<file path="src/hic_pkg.sv">
// constants and types shared by the hub controller interrupt block
package hic_pkg;

    // ------------------------------------------------------------
    // register indices (byte address = index * 4)
    // ------------------------------------------------------------
    localparam logic [9:0] IDX_GIE  = 10'h020; // global irq enable
    localparam logic [9:0] IDX_EPE  = 10'h021; // endpoint irq enable
    localparam logic [9:0] IDX_PSC  = 10'h0FF; // status and control

    // ------------------------------------------------------------
    // field layouts and values after reset
    // ------------------------------------------------------------
    localparam logic [7:0] GIE_MASK  = 8'h6F; // bits 4 and 7 reserved
    localparam logic [7:0] EPE_MASK  = 8'h1F; // bits 7..5 reserved
    localparam logic [7:0] PSC_WMASK = 8'h7B; // bits 2 and 7 read only
    localparam logic [7:0] PSC_RST   = 8'h11; // run and power-on set
    localparam int         PSC_IE    = 2;     // global enable sense
    localparam int         PSC_BRST  = 5;     // bus reset seen
    localparam int         PSC_PEND  = 7;     // irq pending
    localparam int         NSRC      = 12;    // interrupt sources
    localparam logic [13:0] PC_RESET = 14'h0000; // start after reset
    localparam logic [13:0] VEC_STEP = 14'h0002; // two-byte slots
    localparam logic [1:0] RESP_OK   = 2'h0;  // axi okay
    localparam logic [1:0] RESP_ERR  = 2'h2;  // axi slave error

    // ------------------------------------------------------------
    // timing
    // ------------------------------------------------------------
    localparam int CLK_MHZ    = 10;    // aclk rate
    localparam int SE0_MIN_NS = 12000; // shortest reset recognised
    localparam int SE0_MAX_NS = 16000; // longest before it must be
    localparam int SE0_CYC    = (SE0_MIN_NS * CLK_MHZ + 999) / 1000;
    localparam int CALL_CYC   = 10;    // forced call length
    localparam int JMP_CYC    = 5;     // jump at the vector

    // ------------------------------------------------------------
    // types
    // ------------------------------------------------------------
    typedef enum logic [1:0] {
        ST_IDLE = 2'b01,   // waiting for an instruction boundary
        ST_CALL = 2'b10    // forced call under way
    } hic_st_t;

    // one-cycle source events
    typedef struct packed {
        logic       i2c;   // serial bus event
        logic       gpio;  // port pin event
        logic       conv;  // converter event
        logic       hub;   // repeater status change
        logic [4:0] ep;    // endpoint a0,a1,a2,b0,b1 acknowledge
        logic       t1ms;  // 1.024 ms tick
        logic       t128;  // 128 us tick
    } hic_evt_t;

    // from the processor core
    typedef struct packed {
        logic        instr_done;             // instruction boundary
        logic        disable_irq_instr;      // clears global enable
        logic        enable_irq_instr;       // sets global enable
        logic        return_from_irq_instr;  // restores and enables
        logic [13:0] pc;                     // address to return to
        logic        carry_flag;             // current carry
        logic        zero_flag;              // current zero
        logic [15:0] pop_word;               // stack word on return
    } hic_core_in_t;

    // to the processor core
    typedef struct packed {
        logic        take;        // one-cycle call start
        logic        busy;        // call in progress, core stalls
        logic [13:0] vector;      // call target
        logic [15:0] push_word;   // {carry, zero, pc}
        logic        carry_flag;  // restored carry
        logic        zero_flag;   // restored zero
        logic        gie;         // global enable level
    } hic_core_out_t;

    // whole block state
    typedef struct packed {
        hic_st_t     st;
        logic [3:0]  cnt;
        logic        gie;
        logic [7:0]  gien;
        logic [7:0]  epen;
        logic [7:0]  psc;
        logic [11:0] pend;
        logic        take;
        logic [11:0] take_oh;
        logic [13:0] vec;
        logic [15:0] push;
        logic        carry;
        logic        zero;
        logic [7:0]  se0_cnt;
        logic        se0_seen;
        logic        usb_clr;
        logic        aw_got;
        logic        w_got;
        logic [9:0]  awidx;
        logic [7:0]  wdata;
        logic        wlane;
        logic        bvalid;
        logic [1:0]  bresp;
        logic        rvalid;
        logic [1:0]  rresp;
        logic [7:0]  rdata;
    } hic_state_t;

    localparam hic_state_t STATE_RST = '{st: ST_IDLE, psc: PSC_RST, default: '0};

endpackage : hic_pkg

</file>
<file path="src/hic_irq_ctrl.sv">
// interrupt controller with bus reset detect and axi4-lite registers
//
// Chosen here: the AXI4-Lite register port.
`timescale 1ns/10ps
// ------------------------------------------------------------
// How it works
// - endpoint enable bits 0-4, upper reserved
// - reset clears both enable registers
// - one pending flop per source, sticky
// - pending requests only when enabled; the converter request is always enabled here
// - lowest-numbered request taken at instruction end
// - clear global enable, pending, then call
// - call pushes pc, carry and zero
// - return restores flags, sets global enable
// - enable/disable instructions touch global enable
// - global enable readable at status bit 2
// - status bit 7 shows pending request
// - lower vector number always wins
// - reset start 0, vectors two bytes
// - endpoints, hub, converter, gpio, i2c vectors
// - call costs ten cycles, jump five
// - both lines low 12 us is reset
// - bus reset sets status bit 5
// - bus reset clears device address registers
// - bus reset clears hub port registers
// - bus reset interrupt at reset end
// - endpoint irq on final acknowledged packet
// - global enable bit layout
// - pending bit cleared by acknowledge
// ------------------------------------------------------------
module hic_irq_ctrl #(
    parameter int ADDR_W = 12   // axi address width
) (
    input  wire logic                  aclk,
    input  wire logic                  aresetn,
    input  wire logic                  ce,
    // axi4-lite slave
    input  wire logic [ADDR_W-1:0]     s_axi_awaddr,
    input  wire logic                  s_axi_awvalid,
    output logic                       s_axi_awready,
    input  wire logic [31:0]           s_axi_wdata,
    input  wire logic [3:0]            s_axi_wstrb,
    input  wire logic                  s_axi_wvalid,
    output logic                       s_axi_wready,
    output logic [1:0]                 s_axi_bresp,
    output logic                       s_axi_bvalid,
    input  wire logic                  s_axi_bready,
    input  wire logic [ADDR_W-1:0]     s_axi_araddr,
    input  wire logic                  s_axi_arvalid,
    output logic                       s_axi_arready,
    output logic [31:0]                s_axi_rdata,
    output logic [1:0]                 s_axi_rresp,
    output logic                       s_axi_rvalid,
    input  wire logic                  s_axi_rready,
    // sources, core and usb side
    input  wire hic_pkg::hic_evt_t     evt,
    input  wire logic                  usb_se0,
    input  wire hic_pkg::hic_core_in_t core_in,
    output hic_pkg::hic_core_out_t     core_out,
    output logic                       usb_regs_clear
);

    // ------------------------------------------------------------
    // elaboration check
    // ------------------------------------------------------------
    if (ADDR_W < 12)
    begin : g_chk
        $error("hic_irq_ctrl: ADDR_W must be at least 12");
    end

    hic_pkg::hic_state_t s_q;     // registered state
    hic_pkg::hic_state_t s_d;     // next state
    logic [11:0]         en_w;    // per-source enable
    logic [11:0]         req_w;   // enabled pending
    logic [11:0]         set_w;   // set events this cycle
    logic [11:0]         oh_w;    // lowest-numbered request
    logic [13:0]         vec_w;   // its vector address
    logic                brst_end; // se0 gone after reset
    logic [7:0]          psc_rd;  // status as read
    logic                aw_now;  // write address taken
    logic                w_now;   // write data taken
    logic                ar_now;  // read address taken
    logic [9:0]          aridx;   // read word index

    // ------------------------------------------------------------
    // request network
    // ------------------------------------------------------------
    // source order: bus reset, 128us, 1ms, ep a0..b1, hub,
    // converter, gpio, i2c
    always_comb
    begin
        en_w = {s_q.gien[6], s_q.gien[5], 1'b1, s_q.gien[3],
                s_q.epen[4:0], s_q.gien[2:0]};
        req_w = s_q.pend & en_w;
        oh_w  = req_w & (~req_w + 12'h001);
        vec_w = hic_pkg::PC_RESET;
        for (int i = hic_pkg::NSRC - 1; i >= 0; i--)
        begin
            if (oh_w[i])
            begin
                vec_w = 14'(i + 1) * hic_pkg::VEC_STEP;
            end
        end
    end

    // endpoint events come already qualified by acknowledge
    assign brst_end = s_q.se0_seen && !usb_se0;
    assign set_w = {evt.i2c, evt.gpio, evt.conv, evt.hub,
                    evt.ep, evt.t1ms, evt.t128, brst_end};

    // ------------------------------------------------------------
    // status as software sees it
    // ------------------------------------------------------------
    always_comb
    begin
        psc_rd                    = s_q.psc;
        psc_rd[hic_pkg::PSC_IE]   = s_q.gie;
        psc_rd[hic_pkg::PSC_PEND] = |req_w;
    end

    // ------------------------------------------------------------
    // bus handshakes
    // ------------------------------------------------------------
    assign s_axi_awready = !s_q.aw_got && !s_q.bvalid;
    assign s_axi_wready  = !s_q.w_got && !s_q.bvalid;
    assign s_axi_arready = !s_q.rvalid;
    assign aw_now = s_axi_awvalid && s_axi_awready;
    assign w_now  = s_axi_wvalid && s_axi_wready;
    assign ar_now = s_axi_arvalid && s_axi_arready;
    assign aridx  = s_axi_araddr[11:2];

    // ------------------------------------------------------------
    // next state
    // ------------------------------------------------------------
    always_comb
    begin
        s_d         = s_q;
        s_d.take    = 1'b0;
        s_d.usb_clr = 1'b0;

        // write channel capture, either order
        if (aw_now)
        begin
            s_d.aw_got = 1'b1;
            s_d.awidx  = s_axi_awaddr[11:2];
        end
        if (w_now)
        begin
            s_d.w_got = 1'b1;
            s_d.wdata = s_axi_wdata[7:0];
            s_d.wlane = s_axi_wstrb[0];
        end

        // register write once both halves are held
        if (s_q.aw_got && s_q.w_got)
        begin
            s_d.aw_got = 1'b0;
            s_d.w_got  = 1'b0;
            s_d.bvalid = 1'b1;
            s_d.bresp  = hic_pkg::RESP_OK;
            unique case (s_q.awidx)
                hic_pkg::IDX_GIE:
                begin
                    if (s_q.wlane)
                    begin
                        s_d.gien = s_q.wdata & hic_pkg::GIE_MASK;
                    end
                end
                hic_pkg::IDX_EPE:
                begin
                    if (s_q.wlane)
                    begin
                        s_d.epen = s_q.wdata & hic_pkg::EPE_MASK;
                    end
                end
                hic_pkg::IDX_PSC:
                begin
                    if (s_q.wlane)
                    begin
                        s_d.psc = (s_q.wdata & hic_pkg::PSC_WMASK)
                                | (s_q.psc & ~hic_pkg::PSC_WMASK);
                    end
                end
                default:
                begin
                    s_d.bresp = hic_pkg::RESP_ERR;  // unmapped
                end
            endcase
        end
        else if (s_q.bvalid && s_axi_bready)
        begin
            s_d.bvalid = 1'b0;
        end

        // read channel
        if (ar_now)
        begin
            s_d.rvalid = 1'b1;
            s_d.rresp  = hic_pkg::RESP_OK;
            unique case (aridx)
                hic_pkg::IDX_GIE: s_d.rdata = s_q.gien;
                hic_pkg::IDX_EPE: s_d.rdata = s_q.epen;
                hic_pkg::IDX_PSC: s_d.rdata = psc_rd;
                default:
                begin
                    s_d.rdata = 8'h00;
                    s_d.rresp = hic_pkg::RESP_ERR;
                end
            endcase
        end
        else if (s_q.rvalid && s_axi_rready)
        begin
            s_d.rvalid = 1'b0;
        end

        // upstream single-ended-zero timing
        if (usb_se0)
        begin
            if (s_q.se0_cnt != 8'(hic_pkg::SE0_CYC))
            begin
                s_d.se0_cnt = s_q.se0_cnt + 8'h01;
            end
            if (s_q.se0_cnt == 8'(hic_pkg::SE0_CYC - 1))
            begin
                s_d.se0_seen = 1'b1;
                s_d.usb_clr  = 1'b1;
            end
        end
        else
        begin
            s_d.se0_cnt  = 8'h00;
            s_d.se0_seen = 1'b0;
        end
        if (s_d.usb_clr)
        begin
            s_d.psc[hic_pkg::PSC_BRST] = 1'b1;
        end

        // pending flops: new events set, take clears, set wins
        s_d.pend = s_q.pend | set_w;

        // processor instructions
        if (core_in.disable_irq_instr)
        begin
            s_d.gie = 1'b0;
        end
        if (core_in.enable_irq_instr)
        begin
            s_d.gie = 1'b1;
        end
        if (core_in.return_from_irq_instr)
        begin
            s_d.gie   = 1'b1;
            s_d.carry = core_in.pop_word[15];
            s_d.zero  = core_in.pop_word[14];
        end

        // acknowledge sequencer
        unique case (s_q.st)
            hic_pkg::ST_IDLE:
            begin
                if (core_in.instr_done && s_q.gie && (|req_w)
                    && !core_in.disable_irq_instr)
                begin
                    s_d.gie     = 1'b0;
                    s_d.pend    = (s_q.pend & ~oh_w) | set_w;
                    s_d.take    = 1'b1;
                    s_d.take_oh = oh_w;
                    s_d.vec     = vec_w;
                    s_d.push    = {core_in.carry_flag, core_in.zero_flag,
                                   core_in.pc};
                    s_d.cnt     = 4'(hic_pkg::CALL_CYC - 1);
                    s_d.st      = hic_pkg::ST_CALL;
                end
            end
            hic_pkg::ST_CALL:
            begin
                // core is stalled for the whole forced call
                if (s_q.cnt == 4'h0)
                begin
                    s_d.st = hic_pkg::ST_IDLE;
                end
                else
                begin
                    s_d.cnt = s_q.cnt - 4'h1;
                end
            end
            default:
            begin
                s_d.st = hic_pkg::ST_IDLE;
            end
        endcase
    end

    // ------------------------------------------------------------
    // state register, clock enable freezes everything
    // ------------------------------------------------------------
    always_ff @(posedge aclk)
    begin
        if (!aresetn)
        begin
            s_q <= hic_pkg::STATE_RST;
        end
        else if (ce)
        begin
            s_q <= s_d;
        end
    end

    // ------------------------------------------------------------
    // outputs
    // ------------------------------------------------------------
    assign s_axi_bvalid        = s_q.bvalid;
    assign s_axi_bresp         = s_q.bresp;
    assign s_axi_rvalid        = s_q.rvalid;
    assign s_axi_rresp         = s_q.rresp;
    assign s_axi_rdata         = {24'h000000, s_q.rdata};
    assign core_out.take       = s_q.take;
    assign core_out.busy       = (s_q.st == hic_pkg::ST_CALL);
    assign core_out.vector     = s_q.vec;
    assign core_out.push_word  = s_q.push;
    assign core_out.carry_flag = s_q.carry;
    assign core_out.zero_flag  = s_q.zero;
    assign core_out.gie        = s_q.gie;
    assign usb_regs_clear      = s_q.usb_clr;

    // ------------------------------------------------------------
    // checks
    // ------------------------------------------------------------
    // busy cycles of the running call, counted apart from the sequencer
    logic [3:0] busy_len_q; // cycles of the current call so far
    always_ff @(posedge aclk)
    begin
        if (!aresetn)
        begin
            busy_len_q <= 4'h0;
        end
        else if (ce)
        begin
            busy_len_q <= core_out.busy ? busy_len_q + 4'h1 : 4'h0;
        end
    end

    a_call_length: assert property (
        @(posedge aclk) disable iff (!aresetn)
        ce && core_out.busy |=> core_out.busy == (busy_len_q < 4'(hic_pkg::CALL_CYC))
    ) else $error("forced call not ten cycles");

    a_take_clears: assert property (
        @(posedge aclk) disable iff (!aresetn)
        $past(ce) && s_q.take |-> !s_q.gie && core_out.busy
            && ((s_q.take_oh & $past(s_q.pend)) != 12'h000)
    ) else $error("acknowledge did not clear enable");

    a_pend_sticky: assert property (
        @(posedge aclk) disable iff (!aresetn)
        !s_q.take |-> (($past(s_q.pend) & ~s_q.pend) == 12'h000)
    ) else $error("pending flag lost without service");

    a_take_enabled: assert property (
        @(posedge aclk) disable iff (!aresetn)
        $past(ce) && s_q.take |-> (($past(req_w) & s_q.take_oh) != 12'h000)
    ) else $error("disabled source was serviced");

    a_prio_lowest: assert property (
        @(posedge aclk) disable iff (!aresetn)
        s_q.take |-> (($past(req_w) & (s_q.take_oh - 12'h001)) == 12'h000)
    ) else $error("lower vector was passed over");

    a_vector_addr: assert property (
        @(posedge aclk) disable iff (!aresetn)
        s_q.take && s_q.take_oh[3] |-> s_q.vec == 14'h0008
    ) else $error("endpoint a0 vector wrong");

    a_brst_record: assert property (
        @(posedge aclk) disable iff (!aresetn)
        $rose(s_q.se0_seen) |-> usb_regs_clear && s_q.psc[5]
            && ($past(s_q.se0_cnt) == 8'(hic_pkg::SE0_CYC - 1))
    ) else $error("bus reset not recorded");

    a_brst_end: assert property (
        @(posedge aclk) disable iff (!aresetn)
        ce && s_q.se0_seen && !usb_se0 |=> s_q.pend[0] || s_q.take
    ) else $error("bus reset irq not raised at se0 end");

    a_return_from_irq_instr_gie: assert property (
        @(posedge aclk) disable iff (!aresetn)
        ce && core_in.return_from_irq_instr && !core_in.instr_done
            |=> s_q.gie
    ) else $error("return did not enable interrupts");

endmodule : hic_irq_ctrl

</file>
<file path="config.mk">
export PLATFORM = sky130hd
export DESIGN_NAME = hic_irq_ctrl
export DESIGN_NICKNAME = d
export VERILOG_FILES = /design/src/hic_pkg.sv /design/src/hic_irq_ctrl.sv
export SDC_FILE = /design/constraint.sdc
export NUM_CORES = 1
export LEC_CHECK = 0
export BUFFER_PORTS_ARGS = -buffer_cell sky130_fd_sc_hd__buf_2
export CAP_MARGIN = 20
export CORE_MARGIN = 3
export CORE_UTILIZATION = 40
export CTS_BUF_LIST = sky130_fd_sc_hd__clkbuf_4
export CTS_CLUSTER_SIZE = 14
export DETAILED_ROUTE_END_ITERATION = 12
export PLACE_DENSITY = 0.79
export RECOVER_POWER = 50
export SYNTH_ARGS = -nofsm -noshare
export SYNTH_HDL_FRONTEND = slang
export SYNTH_SLANG_ARGS = --single-unit
</file>
<file path="constraint.sdc">
create_clock -name aclk -period 5.4 [get_ports aclk]
set_input_delay 0.27 -clock aclk [delete_from_list [all_inputs] [get_ports aclk]]
set_output_delay 0.27 -clock aclk [all_outputs]
set_load 0.02 [all_outputs]
</file>
==> impl_results.md <==
* Pre-Repair DR Iteration Count at 4
* GRT Total Usage at 15.81%
* Vias per cell at 4.904
* Core footprint at 0.01152 sq mm
* CP arrival at 3.25 ns
* PortBufs at 110
* ANT nets after route at 0
* Initial Util at 41.36%
* Pwr Total at 1307 uW
* Post CTS Setup Buffer Count at 0
* Setup TNS at 0 ns
* Cell Area, Synth at 0.004763 sq mm
* Post-route DRC at 0
* Clock skew at 0.02014 ns
* DRT Wirelength at 10580 um
* Status: finished, violations left
* Fillers at 1208
* Logic pwr share at 10.8%
* CP Cell Sequence: clkbuf_1 -> nand3_1 -> a31oi_2 -> buf_4 -> a21oi_1 -> a41o_1
* Worst Path Required at 5.77 ns
* Max Clk Rate at 0.3472 GHz
* Async S/R FF share, synth at 0%
* Violated checks: max-capacitance violations, max-slew violations
* Clk sink count at 101
* Cell chosen for the clock root: clkbuf_4
* Final setup viols at 0
* Gr ovfl total at 0
* Gr busiest metal: met2
* WL/cell at 13.14 um
* Initial antenna violation count at 0
* Maximum number of pins on one net before global-route repair at 47
* Power Density at 256.0 mW/mm^2
* Max cap viols at 1
* Full die area at 0.01325 sq mm
* Max VDD drop at 0.1550 mV
* Synthesis warning total at 0
* Final hold vios at 0
* Post-CTS sizing at 0
* EDFF count, synth at 0
* Count of unique library cells instantiated by Yosys at 51
* Worst-path clk slew at 0.15 ns
* Layout cells sized above 1 at 14.05%
* Nets at 777
* Crit path kind: in -> reg
* Placed cell count at 787
* Worst Path Max Fanout at 42
* Period utilisation layout at 53.34%
* Internal at 955.0 uW
* Number of hold buffers added after CTS at 2
* Clk_lat worst skew at 0.46 ns
* CTS tree: built
* GPL Wtd Cong at 0.7971
* Final non-filler cell total at 805
* DP HPWL at 7642 um
* Vias in the first global route at 3483
* CP max stage cell: clkbuf_1
* RSZ-0062 raised after global routing: no
* Share of the yosys chip area belonging to registers at 42.45%
* Primary FF master, synth: dfxtp_1
* Met2 Use GR at 24.92%
* Worst hold slack at 0.03090 ns
* Row count at 39
* Sequential share of power at 59.9%
* Slew Limit Headroom at -20.38%
* Die width at 115.1 um
* TritonCTS buffer count at 9
* Worst path max stage delay at 1.27 ns
* Vias at 3948
* Area grow syn2layout at 7.224%
* Switching Share at 26.94%
* CP Launch Type: input pin
* Synth Area per Inst at 8.033 sq um
* Final slew viol count at 43
* Clock network fraction of design power at 29.3%
* Worst slew pin tran at 1.806 ns
* Die Y at 115.1 um
* Synthesized flop and latch total at 101
* H-tree depth at 3
* Crit. End Element: flip-flop
* M3 GR Usage at 4.053%
* Psw at 352.2 uW
* Wire length of the first global-routing pass at 16840 um
* Worst Hold Class: in -> reg
* Pleak at 0.002018 uW
* Clock Path Buffers at 2
* Fin crit period at 2.880 ns
* I/O pin count at 193
* Cells after Synth at 593
* Layout Utilization at 44.35%
* # diodes at 0
* DR iter-0 viols at 256
* Met1 usage at 21.06%
final timing paths:
path	startpoint	slack [ns]	to	cells past startpoint
max	ce	2.52	s_q[90]	6
min	core_in[20]	0.03	core_out[5]	3
max reg2reg	en_w[0]	2.72	s_q[95]	5
min reg2reg	s_q[28]	0.46	s_q[28]	2
synth_stat cells (4+ instances only):
library cell,instances,area [sq um]
a211oi_1,7,52.55
inv_1,11,41.29
nor4_1,4,25.02
nor2_1,55,206.5
o21ai_0,6,30.03
o21ai_1,6,30.03
xnor2_1,5,43.79
a21oi_1,62,310.3
buf_4,71,533.0
clkbuf_1,20,75.07
and3_1,9,56.30
nand4_1,9,56.30
nor3_1,8,40.04
buf_2,4,20.02
nand2_1,119,446.7
mux2i_1,20,200.2
dfxtp_1,101,2022
nand3_1,22,110.1
layer usage:
layer  vias up  share of wire, %
met1      1776                46
met5         -                 0
met2       112                46
li1       2048                 -
met3        12               5.9
met4         0               1.7
sequential cells by signal (all words and copies together), names as in the netlist:
signal / cells
s_axi_rdata: 8
core_out: 24
s_axi_rresp: 1
s_axi_bvalid: 1
en_w: 11
psc_rd: 6
usb_regs_clear: 1
s_axi_rvalid: 1
s_axi_bresp: 1
s_q: 47
logic make-up after synthesis:
| logic type | count (synthesis) | share of synthesized area (%) |
|---|---|---|
| compound gates | 106 | 13.50 |
| mux | 20 | 4.203 |
| xor+xnor | 8 | 1.471 |
| other cells | 1 | 0.07873 |
| buf+inv | 108 | 14.37 |
| fa+ha+maj | 3 | 0.7881 |
| simple gates | 246 | 23.14 |
| flops | 101 | 42.45 |
layout by cell type, fill, tap and decap left out, drive strengths merged, types with 5 or more instances in the layout:
cell	n
nand4	9
nor2	55
xnor2	5
a211oi	7
nor3	9
clkbuf	50
mux2i	20
nand3	22
o21ai	12
nand2	120
conb	36
and3	9
buf	72
inv	12
a21oi	62
dfxtp	101
final cells by class:
class                           count  area, sq um  share of cell area [%]
Multi-Input combinational cell    419         2188                   42.85
Sequential cell                   101         2022                   39.59
Timing Repair Buffer              115        545.5                   10.68
Tap cell                          143        178.9                   3.503
Clock buffer                       10        75.07                   1.470
Clock inverter                      5        52.55                   1.029
Inverter                           12        45.04                  0.8819
power groups by stage:
stage | clock network [uW] | logic [uW] | registers (uW)
CTS | 395 | 142 | 782
floorplan | 0 | 120 | 795
global placement | 0 | 139 | 798
detailed placement | 0 | 141 | 798
global route | 426 | 157 | 786
finish | 384 | 141 | 782
critical path: cells and delay by family:
kind	cells	cell delay (ns)
and+or+nand+nor	1	0.37
buffers and inverters	2	1.61
AOI/OAI and AO/OA	3	0.97
per-stage QoR:
step / setup WS [ns] / area (sq um)
after floorplan: 3.351 / 4895
after global placement: 2.761 / 5000
after detailed placement: 2.710 / 5000
after CTS: 2.717 / 5147
after global routing: 2.269 / 5107
final: 2.520 / 5107
No activity file was read; power rests on OpenSTA's default activity.
